## config.mk

```make
export PLATFORM = sky130hd
export DESIGN_NAME = tkd_decoder
export DESIGN_NICKNAME = d
export VERILOG_FILES = /design/src/hw/tkd_pkg.sv /design/src/hw/tkd_setup_mem.sv /design/src/hw/tkd_decoder.sv
export VERILOG_INCLUDE_DIRS = /design/src /design/src/hw
export SDC_FILE = /design/constraint.sdc
export NUM_CORES = 2
export LEC_CHECK = 0
export BUFFER_PORTS_ARGS = -buffer_cell sky130_fd_sc_hd__buf_2
export CAP_MARGIN = 25
export CORE_AREA = 5 5 442 444
export CTS_CLUSTER_DIAMETER = 150
export CTS_CLUSTER_SIZE = 20
export DETAILED_ROUTE_END_ITERATION = 8
export DIE_AREA = 0 0 447 449
export PLACE_DENSITY = 0.55
export SYNTH_ARGS = -nofsm -noshare
export SYNTH_HDL_FRONTEND = slang
export SYNTH_SLANG_ARGS = --single-unit
export TNS_END_PERCENT = 100
```

## constraint.sdc

```tcl
create_clock -name clk -period 5.7 [get_ports clk]
set_clock_uncertainty 0.15 [all_clocks]
set_input_delay 1.14 -clock clk [delete_from_list [all_inputs] [get_ports clk]]
set_output_delay 1.14 -clock clk [all_outputs]
set_load 0.03 [all_outputs]
```

## src/hw/tkd_consts.svh

```systemverilog
// Purpose: Named constants of the touch-key host command decoder.
// Assumes: Included by the package and by every design file that needs a number.
// Notes: Codes, field positions and timing figures live here and nowhere else.
`ifndef TKD_CONSTS_SVH
`define TKD_CONSTS_SVH

// Command codes and the code groups; every group but the plain one carries a key index in its low bits.
`define TKD_CMD_NULL 8'h00
`define TKD_CMD_CALALL 8'h03
`define TKD_CMD_RESET 8'h04
`define TKD_CMD_STATUS 8'h05
`define TKD_CMD_FIRST 8'h06
`define TKD_CMD_ALLKEYS 8'h07
`define TKD_CMD_ERRALL 8'h0B
`define TKD_CMD_SELFTEST 8'h0C
`define TKD_CMD_DUMP 8'h0D
`define TKD_CMD_EECRC 8'h0E
`define TKD_CMD_LAST 8'h0F
`define TKD_GRP_PLAIN 2'h0
`define TKD_GRP_DIAG 2'h1
`define TKD_GRP_KEYST 2'h2
`define TKD_GRP_CALKEY 2'h3

// Geometry of the key array and of the replies.
`define TKD_NKEYS 24
`define TKD_SETUP_BYTES 100
`define TKD_FIELD_BYTES 7'h03
`define TKD_DIAG_BYTES 7'h05
`define TKD_ONE_BYTE 7'h01
`define TKD_NO_KEY 5'h1F

// General status byte fields.
`define TKD_ST_CAL 0
`define TKD_ST_CALFAIL 1
`define TKD_ST_SYNC 2
`define TKD_ST_SELFTEST 3
`define TKD_ST_LOWSIG 4
`define TKD_ST_COMMS 6

// First-key report fields.
`define TKD_FK_MULTI 7
`define TKD_FK_ERROR 6

// Per-key status fields.
`define TKD_KS_ENABLED 4
`define TKD_KS_DETECT 3
`define TKD_KS_LOWSIG 2
`define TKD_KS_CAL 1
`define TKD_KS_CALFAIL 0

// Checksum: CRC-8, polynomial x^8+x^5+x^4+1, MSB first.
`define TKD_CRC_POLY 8'h31
`define TKD_CRC_INIT 8'h00

// Window for the second copy of a guarded command.
`define TKD_ARM_WINDOW_MS 100
`define TKD_CLK_KHZ 50000

`endif

```

## src/hw/tkd_pkg.sv

```systemverilog
// Purpose: Types and the checksum function of the command decoder.
// Assumes: The constants header sits beside this file.
// Notes: Host software must use the same checksum function.
`include "tkd_consts.svh"

package tkd_pkg;

	// Kind of reply that is being shifted out, one-hot.
	typedef enum logic [11:0] {
		RK_IDLE = 12'h001,
		RK_ACK = 12'h002,
		RK_STATUS = 12'h004,
		RK_FIRST = 12'h008,
		RK_ALL = 12'h010,
		RK_ERR = 12'h020,
		RK_SELF = 12'h040,
		RK_DUMP = 12'h080,
		RK_EECRC = 12'h100,
		RK_LAST = 12'h200,
		RK_DIAG = 12'h400,
		RK_KEYST = 12'h800
	} tkd_rsp_type;

	// Folds one byte into a running CRC-8.
	function automatic logic [7:0] tkd_crc8(input logic [7:0] crc, input logic [7:0] data);
		logic [7:0] c;
		c = crc ^ data;
		for (int i = 0; i < 8; i++) begin
			c = c[7] ? ({c[6:0], 1'b0} ^ `TKD_CRC_POLY) : {c[6:0], 1'b0};
		end
		return c;
	endfunction

endpackage

```

## src/hw/tkd_setup_mem.sv

```systemverilog
// Purpose: Setup array store with one write port and two registered read ports.
// Assumes: Writes come from the setups loader on the same clock.
// Notes: Port A serves the dump reply, port B the background checksum sweep.
`include "tkd_consts.svh"
module tkd_setup_mem #(
	parameter int DEPTH = `TKD_SETUP_BYTES,
	parameter int AW = 7
) (
	input wire logic clk, // System clock.
	input wire logic wrEn, // Write strobe.
	input wire logic [AW-1:0] wrAddr, // Write address.
	input wire logic [7:0] wrData, // Write data.
	input wire logic [AW-1:0] rdAddrA, // Read address, port A.
	output logic [7:0] rdDataA, // Registered read data, port A.
	input wire logic [AW-1:0] rdAddrB, // Read address, port B.
	output logic [7:0] rdDataB // Registered read data, port B.
);

	logic [7:0] mem [DEPTH];

	// Store a byte when the loader strobes an address inside the array.
	always_ff @(posedge clk) begin
		if (wrEn && (int'(wrAddr) < DEPTH)) begin
			mem[wrAddr] <= wrData;
		end
	end

	// Both reads are registered; out-of-range addresses read as zero.
	always_ff @(posedge clk) begin
		rdDataA <= (int'(rdAddrA) < DEPTH) ? mem[rdAddrA] : 8'h00;
		rdDataB <= (int'(rdAddrB) < DEPTH) ? mem[rdAddrB] : 8'h00;
	end

endmodule // tkd_setup_mem

```

## src/hw/tkd_decoder.sv

```systemverilog
// Purpose: Byte command interpreter behind the serial slave port of a touch-key matrix sensor.
// Assumes: Sensing logic on clk supplies key state; the host clocks the port at mode 0, MSB first.
// Notes: Each exchanged byte returns the next reply byte; pins are double-synchronised.
`include "tkd_consts.svh"
module tkd_decoder
	import tkd_pkg::*;
#(
	parameter int NKEYS = `TKD_NKEYS,
	parameter int SETUP_BYTES = `TKD_SETUP_BYTES,
	parameter int ARM_CYCLES = `TKD_ARM_WINDOW_MS * `TKD_CLK_KHZ
) (
	input wire logic clk, // System clock, 50 MHz.
	input wire logic reset, // Asynchronous reset, active high.
	input wire logic sclk, // Serial clock pin from the host.
	input wire logic csN, // Chip select pin, active low.
	input wire logic mosi, // Serial data from the host.
	output logic miso, // Serial data to the host.
	output logic misoOe, // High while the device drives miso.
	input wire logic [NKEYS-1:0] keyDetect, // Key in detect.
	input wire logic [NKEYS-1:0] keyEnabled, // Key enabled.
	input wire logic [NKEYS-1:0] keyLowSig, // Reference below low_signal_limit.
	input wire logic [NKEYS-1:0] keyCal, // Key calibrating.
	input wire logic [NKEYS-1:0] keyCalFail, // Calibration failed five times.
	input wire logic [NKEYS*16-1:0] keySignal, // Signal per key.
	input wire logic [NKEYS*16-1:0] keyRef, // Reference per key.
	input wire logic [NKEYS*8-1:0] keyNdi, // normal_detect_integrator_count per key.
	input wire logic syncFail, // Sync failure.
	input wire logic [7:0] lineSelfTest, // line_self_test failures on X, Y lines.
	input wire logic slotStrobe, // Start of a key's scan timeslot.
	input wire logic [4:0] slotKey, // Key whose timeslot starts.
	input wire logic setupWrEn, // Setups loader write strobe.
	input wire logic [6:0] setupWrAddr, // Setups loader address.
	input wire logic [7:0] setupWrData, // Setups loader data.
	output logic calAllGo, // Pulse: recalibrate every key.
	output logic resetGo, // Pulse: perform device reset.
	output logic calKeyGo, // Pulse: recalibrate calKeyIdx now.
	output logic [4:0] calKeyIdx, // Key of the single-key recalibration.
	output logic scanHalt, // Key scanning halted.
	output logic commsError // Unknown command seen.
);

	logic sclkMeta_q, sclkS_q, sclkPrev_q, csMeta_q, csS_q, csPrev_q, mosiMeta_q, mosiS_q;
	logic [2:0] bitCnt_q;
	logic [7:0] rxShift_q, txShift_q, rxByte_q, lastCmd_q, crc_q, armByte_q, eeCrc_q;
	logic [7:0] sweepCrc_q, memDataA, memDataB, dataByte, txNext, crcSeed, crcNext;
	logic [7:0] statusByte, firstByte, keyStatus;
	logic byteDone, stepNow, step_q, armed_q, resetPend_q, calKeyPend_q, sweepLive_q;
	logic isNull, isDouble, unknown, exec, isCrcByte, isDataByte, responding, keyOk;
	logic [4:0] key_q, selKey;
	logic [6:0] idx_q, left_q, selIdx, len, total, memAddr, sweepAddr_q, sweepPrev_q;
	logic [22:0] armCnt_q;
	logic [23:0] detField, errField;
	tkd_rsp_type kind_q, newKind, selKind;
	logic [NKEYS-1:0] detEn;

	// Pins cross into clk through two flops; the first stage is never looked at, and a third flop on sclk and csN marks edges.
	always_ff @(posedge clk or posedge reset) begin
		if (reset) begin
			{sclkMeta_q, sclkS_q, sclkPrev_q} <= 3'h0;
			{csMeta_q, csS_q, csPrev_q} <= 3'h7;
			{mosiMeta_q, mosiS_q} <= 2'h0;
		end else begin
			{sclkMeta_q, sclkS_q, sclkPrev_q} <= {sclk, sclkMeta_q, sclkS_q};
			{csMeta_q, csS_q, csPrev_q} <= {csN, csMeta_q, csS_q};
			{mosiMeta_q, mosiS_q} <= {mosi, mosiMeta_q};
		end
	end

	assign byteDone = !csS_q && sclkS_q && !sclkPrev_q && (bitCnt_q == 3'h7);

	// Shift register: sample on rising, present on falling, load one cycle after a byte.
	always_ff @(posedge clk or posedge reset) begin
		if (reset) begin
			bitCnt_q <= 3'h0;
			rxShift_q <= 8'h00;
			txShift_q <= 8'h00;
			miso <= 1'b0;
			misoOe <= 1'b0;
		end else begin
			misoOe <= !csS_q;
			if (csS_q) begin
				bitCnt_q <= 3'h0;
			end else if (csPrev_q || (!sclkS_q && sclkPrev_q)) begin
				miso <= txShift_q[7];
				txShift_q <= {txShift_q[6:0], 1'b0};
			end else if (sclkS_q && !sclkPrev_q) begin
				rxShift_q <= {rxShift_q[6:0], mosiS_q};
				bitCnt_q <= bitCnt_q + 3'h1;
			end else if (stepNow) begin
				txShift_q <= txNext;
			end
		end
	end

	// The byte is latched on its last edge and decoded a cycle later, once memory has answered.
	always_ff @(posedge clk or posedge reset) begin
		if (reset) begin
			step_q <= 1'b0;
			rxByte_q <= 8'h00;
		end else begin
			step_q <= byteDone;
			if (byteDone) begin
				rxByte_q <= {rxShift_q[6:0], mosiS_q};
			end
		end
	end
	assign stepNow = step_q;

	// Key summaries shared by several replies.
	always_comb begin
		detEn = keyDetect & keyEnabled;
		detField = 24'(detEn);
		errField = 24'((keyCalFail | keyLowSig) & keyEnabled);
		statusByte = 8'h00;
		statusByte[`TKD_ST_CAL] = |keyCal;
		statusByte[`TKD_ST_CALFAIL] = |(keyCalFail & keyEnabled);
		statusByte[`TKD_ST_SYNC] = syncFail;
		statusByte[`TKD_ST_SELFTEST] = |lineSelfTest;
		statusByte[`TKD_ST_LOWSIG] = |(keyLowSig & keyEnabled);
		statusByte[`TKD_ST_COMMS] = commsError;
		firstByte = {3'h0, `TKD_NO_KEY};
		for (int i = NKEYS - 1; i >= 0; i--) begin
			if (detEn[i]) begin
				firstByte[4:0] = 5'(i);
			end
		end
		firstByte[`TKD_FK_MULTI] = |(detEn & (detEn - NKEYS'(1)));
		firstByte[`TKD_FK_ERROR] = statusByte[`TKD_ST_CAL] | statusByte[`TKD_ST_CALFAIL]
			| syncFail | commsError | statusByte[`TKD_ST_SELFTEST];
	end

	// Command decode of the byte just received.
	always_comb begin
		isNull = (rxByte_q == `TKD_CMD_NULL);
		keyOk = (int'(rxByte_q[5:0]) < NKEYS);
		isDouble = 1'b0;
		unknown = 1'b0;
		newKind = RK_IDLE;
		unique case (rxByte_q[7:6])
			`TKD_GRP_PLAIN: begin
				unique case (rxByte_q)
					`TKD_CMD_NULL: newKind = RK_IDLE;
					`TKD_CMD_CALALL, `TKD_CMD_RESET: isDouble = 1'b1;
					`TKD_CMD_STATUS: newKind = RK_STATUS;
					`TKD_CMD_FIRST: newKind = RK_FIRST;
					`TKD_CMD_ALLKEYS: newKind = RK_ALL;
					`TKD_CMD_ERRALL: newKind = RK_ERR;
					`TKD_CMD_SELFTEST: newKind = RK_SELF;
					`TKD_CMD_DUMP: newKind = RK_DUMP;
					`TKD_CMD_EECRC: newKind = RK_EECRC;
					`TKD_CMD_LAST: newKind = RK_LAST;
					default: unknown = 1'b1;
				endcase
			end
			`TKD_GRP_DIAG: begin
				newKind = keyOk ? RK_DIAG : RK_IDLE;
				unknown = !keyOk;
			end
			`TKD_GRP_KEYST: begin
				newKind = keyOk ? RK_KEYST : RK_IDLE;
				unknown = !keyOk;
			end
			`TKD_GRP_CALKEY: begin
				isDouble = keyOk;
				unknown = !keyOk;
			end
		endcase
		// only an armed matching copy executes
		exec = isDouble && armed_q && (armByte_q == rxByte_q);
		if (exec) begin
			newKind = RK_ACK;
		end
	end

	// Reply byte for the current kind and index.
	always_comb begin
		selKind = isNull ? kind_q : newKind;
		selIdx = isNull ? idx_q : 7'h00;
		selKey = isNull ? key_q : rxByte_q[4:0];
		keyStatus = 8'h00;
		keyStatus[`TKD_KS_ENABLED] = keyEnabled[selKey];
		keyStatus[`TKD_KS_DETECT] = detEn[selKey];
		keyStatus[`TKD_KS_LOWSIG] = keyLowSig[selKey];
		keyStatus[`TKD_KS_CAL] = keyCal[selKey];
		keyStatus[`TKD_KS_CALFAIL] = keyCalFail[selKey];
		len = 7'h00;
		dataByte = 8'h00;
		unique case (selKind)
			RK_IDLE: len = 7'h00;
			RK_ACK: begin
				len = `TKD_ONE_BYTE;
				dataByte = ~rxByte_q;
			end
			RK_STATUS: begin
				len = `TKD_ONE_BYTE;
				dataByte = statusByte;
			end
			RK_FIRST: begin
				len = `TKD_ONE_BYTE;
				dataByte = firstByte;
			end
			RK_ALL: begin
				len = `TKD_FIELD_BYTES;
				dataByte = 8'(detField >> {selIdx[1:0], 3'h0});
			end
			RK_ERR: begin
				len = `TKD_FIELD_BYTES;
				dataByte = 8'(errField >> {selIdx[1:0], 3'h0});
			end
			RK_SELF: begin
				len = `TKD_ONE_BYTE;
				dataByte = lineSelfTest;
			end
			RK_DUMP: begin
				len = 7'(SETUP_BYTES);
				dataByte = memDataA;
			end
			RK_EECRC: begin
				len = `TKD_ONE_BYTE;
				dataByte = eeCrc_q;
			end
			RK_LAST: begin
				len = `TKD_ONE_BYTE;
				dataByte = ~lastCmd_q;
			end
			RK_DIAG: begin
				len = `TKD_DIAG_BYTES;
				unique case (selIdx[2:0])
					3'h0: dataByte = keySignal[{selKey, 4'h0} +: 8];
					3'h1: dataByte = keySignal[{selKey, 4'h8} +: 8];
					3'h2: dataByte = keyRef[{selKey, 4'h0} +: 8];
					3'h3: dataByte = keyRef[{selKey, 4'h8} +: 8];
					default: dataByte = keyNdi[{selKey, 3'h0} +: 8];
				endcase
			end
			RK_KEYST: begin
				len = `TKD_ONE_BYTE;
				dataByte = keyStatus;
			end
		endcase
		// no checksum on acknowledgements, last byte and diagnostics
		total = len + ((selKind == RK_IDLE || selKind == RK_ACK || selKind == RK_LAST
			|| selKind == RK_DIAG) ? 7'h00 : 7'h01);
		isDataByte = (selIdx < len);
		isCrcByte = !isDataByte && (selIdx < total);
		responding = !isNull || (left_q != 7'h00);
		crcSeed = isNull ? crc_q : tkd_crc8(`TKD_CRC_INIT, rxByte_q);
		crcNext = isDataByte ? tkd_crc8(crcSeed, dataByte) : crcSeed;
		// trailing CRC over command and data
		txNext = !responding ? `TKD_CMD_NULL : (isCrcByte ? crcSeed : dataByte);
	end

	// Reply progress: a new command abandons what is pending.
	always_ff @(posedge clk or posedge reset) begin
		if (reset) begin
			kind_q <= RK_IDLE;
			{idx_q, left_q} <= 14'h0000;
			{lastCmd_q, crc_q} <= 16'h0000;
			key_q <= 5'h00;
		end else if (stepNow && !isNull) begin
			kind_q <= newKind;
			key_q <= rxByte_q[4:0];
			lastCmd_q <= rxByte_q;
			idx_q <= (total != 7'h00) ? 7'h01 : 7'h00;
			left_q <= (total != 7'h00) ? total - 7'h01 : 7'h00;
			crc_q <= crcNext;
		// each null byte pulls one reply byte
		end else if (stepNow && left_q != 7'h00) begin
			idx_q <= (left_q == 7'h01) ? 7'h00 : idx_q + 7'h01;
			left_q <= left_q - 7'h01;
			crc_q <= crcNext;
		end
	end

	// Guard window for the second copy of a guarded command.
	always_ff @(posedge clk or posedge reset) begin
		if (reset) begin
			armed_q <= 1'b0;
			armByte_q <= 8'h00;
			armCnt_q <= 23'h00_0000;
		end else if (stepNow && !isNull) begin
			armed_q <= isDouble && !exec;
			armByte_q <= rxByte_q;
			armCnt_q <= 23'h00_0000;
		end else if (armed_q) begin
			armed_q <= (armCnt_q != 23'(ARM_CYCLES - 1));
			armCnt_q <= armCnt_q + 23'h00_0001;
		end
	end

	// Actions of executed commands.
	always_ff @(posedge clk or posedge reset) begin
		if (reset) begin
			{calAllGo, resetGo, calKeyGo, resetPend_q, calKeyPend_q} <= 5'h00;
			calKeyIdx <= 5'h00;
		end else begin
			// recalibrate all, sensing resumes by itself
			calAllGo <= stepNow && exec && (rxByte_q == `TKD_CMD_CALALL);
			// reset only after the acknowledgement byte went out
			resetGo <= resetPend_q && byteDone;
			if (stepNow && exec && (rxByte_q == `TKD_CMD_RESET)) begin
				resetPend_q <= 1'b1;
			end else if (byteDone) begin
				resetPend_q <= 1'b0;
			end
			// wait for the key's own timeslot
			calKeyGo <= calKeyPend_q && slotStrobe && (slotKey == calKeyIdx);
			if (stepNow && exec && (rxByte_q[7:6] == `TKD_GRP_CALKEY)) begin
				calKeyPend_q <= 1'b1;
				calKeyIdx <= rxByte_q[4:0];
			end else if (slotStrobe && (slotKey == calKeyIdx)) begin
				calKeyPend_q <= 1'b0;
			end
		end
	end

	// Comms error and scan halt flags.
	always_ff @(posedge clk or posedge reset) begin
		if (reset) begin
			commsError <= 1'b0;
			scanHalt <= 1'b0;
		end else if (stepNow) begin
			// unknown code flagged, the last-command query clears the flag
			if (unknown) begin
				commsError <= 1'b1;
			end else if (rxByte_q == `TKD_CMD_LAST) begin
				commsError <= 1'b0;
			end
			// halt lasts until the checksum byte has been exchanged
			if (!isNull) begin
				scanHalt <= (newKind == RK_DUMP);
			end else if (left_q == 7'h00) begin
				scanHalt <= 1'b0;
			end
		end
	end

	// Memory must be addressed in the byte's last cycle so data is ready at decode.
	assign memAddr = (byteDone && ({rxShift_q[6:0], mosiS_q} != `TKD_CMD_NULL)) ? 7'h00 : idx_q;

	tkd_setup_mem #(.DEPTH(SETUP_BYTES), .AW(7)) setupMem (
		.clk(clk),
		.wrEn(setupWrEn),
		.wrAddr(setupWrAddr),
		.wrData(setupWrData),
		.rdAddrA(memAddr),
		.rdDataA(memDataA),
		.rdAddrB(sweepAddr_q),
		.rdDataB(memDataB)
	);

	// background checksum over the setup array only
	always_ff @(posedge clk or posedge reset) begin
		if (reset) begin
			{sweepAddr_q, sweepPrev_q} <= 14'h0000;
			sweepLive_q <= 1'b0;
			{sweepCrc_q, eeCrc_q} <= 16'h0000;
		end else begin
			sweepLive_q <= 1'b1;
			sweepPrev_q <= sweepAddr_q;
			sweepAddr_q <= (sweepAddr_q == 7'(SETUP_BYTES - 1)) ? 7'h00 : sweepAddr_q + 7'h01;
			if (sweepLive_q) begin
				sweepCrc_q <= tkd_crc8((sweepPrev_q == 7'h00) ? `TKD_CRC_INIT : sweepCrc_q, memDataB);
				if (sweepPrev_q == 7'(SETUP_BYTES - 1)) begin
					eeCrc_q <= tkd_crc8(sweepCrc_q, memDataB);
				end
			end
		end
	end
endmodule // tkd_decoder

```

==> results.py <==
metrics = {
    "worst_hold_path": {
        "hold_start": "sclkMeta_q",
        "holdPathEnd": "sclkS_q",
        "hold_path.class": "flip-flop to flip-flop",
        "hold_depth": 0,
    },
    "clock_tree": {
        "cts_root_buffer": "clkbuf_16",
        "cts.clk_slew.worst_paths_ps": 110,
        "cts_tree": "done",
        "clk_latency_ps": 730,
        "cts_sinks": 962,
        "cts_buffers": 54,
        "clockBufferDepth": 3,
        "h-tree-depth": 2,
        "cts_hold_buffers": 0,
    },
    "placement": {
        "dp_hpwl_mm": 310,
        "place.gp.congestion": 1.08,
        "placed_cells": 9515,
        "place_area_um2": 72100,
        "io_buffers": 1127,
        "pre_cts_ws_ps": -556,
    },
    "global_route": {
        "grt_util_met1_pct": 48.0,
        "grt_max_degree": 85,
        "grt_usage_pct": 37.3,
        "grt_antenna_before_repair": 85,
        "grt_pass1_wl_mm": 518,
        "grt_use_met2_pct": 56.5,
        "busiest_layer": "met2",
        "use_met3_pct": 11.6,
        "grt_pass1_vias": 58600,
        "gr-total-overflow": 0,
    },
    "final_layout": {
        "syn_to_final_growth_pct": 24.3,
        "fin_nets": 8199,
        "drive_gt1_share_pct": 32.1,
        "fin_cells": 9656,
        "fin_area_um2": 74300,
        "finish.utilization_pct": 38.9,
    },
    "sta": {
        "holdWs_ps": 211,
        "drv_slew": 0,
        "setup_viol": 1,
        "setup_slack_ps": -24.1,
        "period_share_pct": 100,
        "period_minus_slack_ps": 5720,
        "max_slew.worst_pin.slew_ps": 1220,
        "hold_viol": 0,
        "max_freq_mhz": 175,
        "slew-limit-headroom_pct": 18.8,
    },
    "critical_path": {
        "r2r_slack_ps": -20,
        "worstReg2RegStart": "rxByte_q[7]",
        "critical_path.cell_chain": "inv_1 -> ha_1 -> buf_4 -> buf_4 -> nor3b_4 -> buf_4 -> buf_4 -> a31o_2 -> nand3_1 -> buf_4 -> a31oi_1 -> nand4_1 -> o21a_1 -> a31oi_1 -> nor3_1 -> o311ai_0 -> nor3_2 -> xor2_1 -> xnor2_1 -> xnor2_1 -> o31a_1",
        "worstSetupPathType": "flip-flop to flip-flop",
        "path_common_cell": "buf_4",
        "cp_max_fo": 9,
        "reg2regPathDepth": 21,
        "crit-reg2reg-capture": "crc_q[1]",
        "cp-end-kind": "flip-flop",
        "start_kind": "flip-flop",
        "startpoint": "rxByte_q[7]",
        "slowest_delay_ps": 820,
        "required_ps": 6130,
        "cp.arrival_ps": 6160,
        "cp_slowest_cell": "a31oi_1",
    },
    "synthesis": {
        "synth-main-ff-cell": "edfxtp_1",
        "synth-xor-area-share_pct": 1.75,
        "synth.top_cells.by_area": "edfxtp_1 (40%), mux4_2 (10%), nand2_1 (7.1%)",
        "synth_top_family_by_area": "simple AND/OR/NAND/NOR gates",
        "yosysWarnings": 0,
        "ys_ff_latch": 962,
        "synth_fa_ha_area_share_pct": 0.527,
        "avgSynthCellArea_um2": 10.4,
        "synthTopCellsByCount": "nand2_1 (1130), edfxtp_1 (800), nand3_1 (371)",
        "synth_edf_count": 800,
        "yosysUniqueCellTypes": 105,
        "syn_area_um2": 59800,
        "yosysTopAreaCell": "edfxtp_1",
        "synth_cells": 5766,
        "synth-simple-area-share_pct": 17.2,
        "synth_mux_area_share_pct": 14.9,
        "synth_most_common_cell": "nand2_1",
        "ys_async_sr_fraction_pct": 15.2,
        "synth-compound-area-share_pct": 15.1,
        "synth_top_area_share_pct": 40.1,
        "ys_seq_area_share_pct": 46.8,
    },
    "routing": {
        "antenna_left": 0,
        "vias": 61500,
        "viasPerCell": 6.36,
        "wl_per_cell_um": 40.8,
        "drt-pass1-iter-count": 9,
        "post-route-drc-count": 0,
        "drtIter0Drc": 9169,
        "wl_mm": 394,
    },
    "run_status": {
        "failed_checks": "setup timing",
        "status": "complete, but fails checks",
    },
    "floorplanning": {
        "coreArea_um2": 191000,
        "fp.dieW_um": 447,
        "num_rows": 161,
        "dieHeight_um": 449,
        "die_area_um2": 201000,
        "io_pins": 1128,
        "start_util_pct": 31.3,
    },
    "power_and_ir_drop": {
        "p_per_area_nw_per_um2": 186,
        "ir_drop_v": 0.000265,
        "leakage_nw": 28.0,
    },
    "job": {
        "max_cap_viol_count": 0,
    },
}
## worst max path at each step
| stage | end | slack [ps] | cells after the start |
|---|---|---|---|
| final | crc_q[1] | -20 | 21 |
| after global routing | crc_q[0] | -50 | 23 |
| after CTS | crc_q[0] | 10 | 22 |
| after detailed placement | crc_q[2] | -560 | 23 |
| after global placement | crc_q[0] | -470 | 22 |
| after floorplan | txShift_q[7] | 70 | 26 |
## flip-flops by register name (all words and copies together) (netlist names), 8 cells and up
| name | flops |
|---|---|
| armCnt_q | 23 |
| crc_q | 8 |
| eeCrc_q | 8 |
| kind_q | 12 |
| rxByte_q | 8 |
| setupMem.mem | 800 |
| setupMem.rdDataA | 8 |
| setupMem.rdDataB | 8 |
| sweepCrc_q | 8 |
| txShift_q | 8 |
## worst max-delay path, delay by kind of cell (launching register included)
family	cells	cell delay, ps
flops	1	390
buf+inv	6	1060
xor+xnor	3	590
simple gates	5	930
compound gates	6	2310
fa+ha+maj	1	180
## cell usage in the layout (no fill, tap or decap), types with 176 or more instances in the layout
master    netlist  layout
a21oi_1       232     229
nand3_1       371     366
nor2_1        296     282
mux4_2        271     271
mux2i_1       220     213
edfxtp_1      800     800
o21ai_0       211     205
a31oi_1       184     176
buf_2          95    1130
buf_4          25     529
nand2_1      1130    1119
## routing by layer
metal / part of all wire (%) / up-vias
met4: 6.8 / 42
met2: 43 / 4652
met3: 12 / 902
met5: 0.068 / -
met1: 38 / 30900
li1: - / 24900
## report_power, final
group	internal, mW	leakage (nW)	switching (mW)
clock network	1.76	0.725	2.46
registers	7.68	9.23	0.0657
logic	0.749	18.1	1.14
total	10.2	28.0	3.66
## final cells by class
class	instances	area, um^2
Sequential cell	962	28000
Inverter	39	151
Antenna cell	49	123
Clock buffer	71	1420
Clock inverter	5	91.3
Timing Repair Buffer	1732	11100
Multi-Input combinational cell	4272	30300
Fill cell	19100	117000
Tap cell	2526	3160
## metrics by stage
step,power [mW],setup TNS [ps]
after CTS,13.8,0
after floorplan,8.65,0
after global routing,14.2,-77.7
after detailed placement,9.72,-3840
final,13.9,-24.1
after global placement,9.72,-3170
## timing repair
action                     4_1_cts  5_1_grt
buffers inserted                 0        9
resized for setup               21       63
setup endpoints to repair        9       16
cloned                           0        2
pin swaps                        1       10
## cells by family after synthesis
group / count (synthesis)
AOI/OAI and AO/OA: 1307
xor gates and xnor gates: 117
adders and majority gates: 26
buffers and inverters: 533
DFF: 962
muxes: 547
other: 1
and+or+nand+nor: 2273
(Power assumes the default switching activity.)
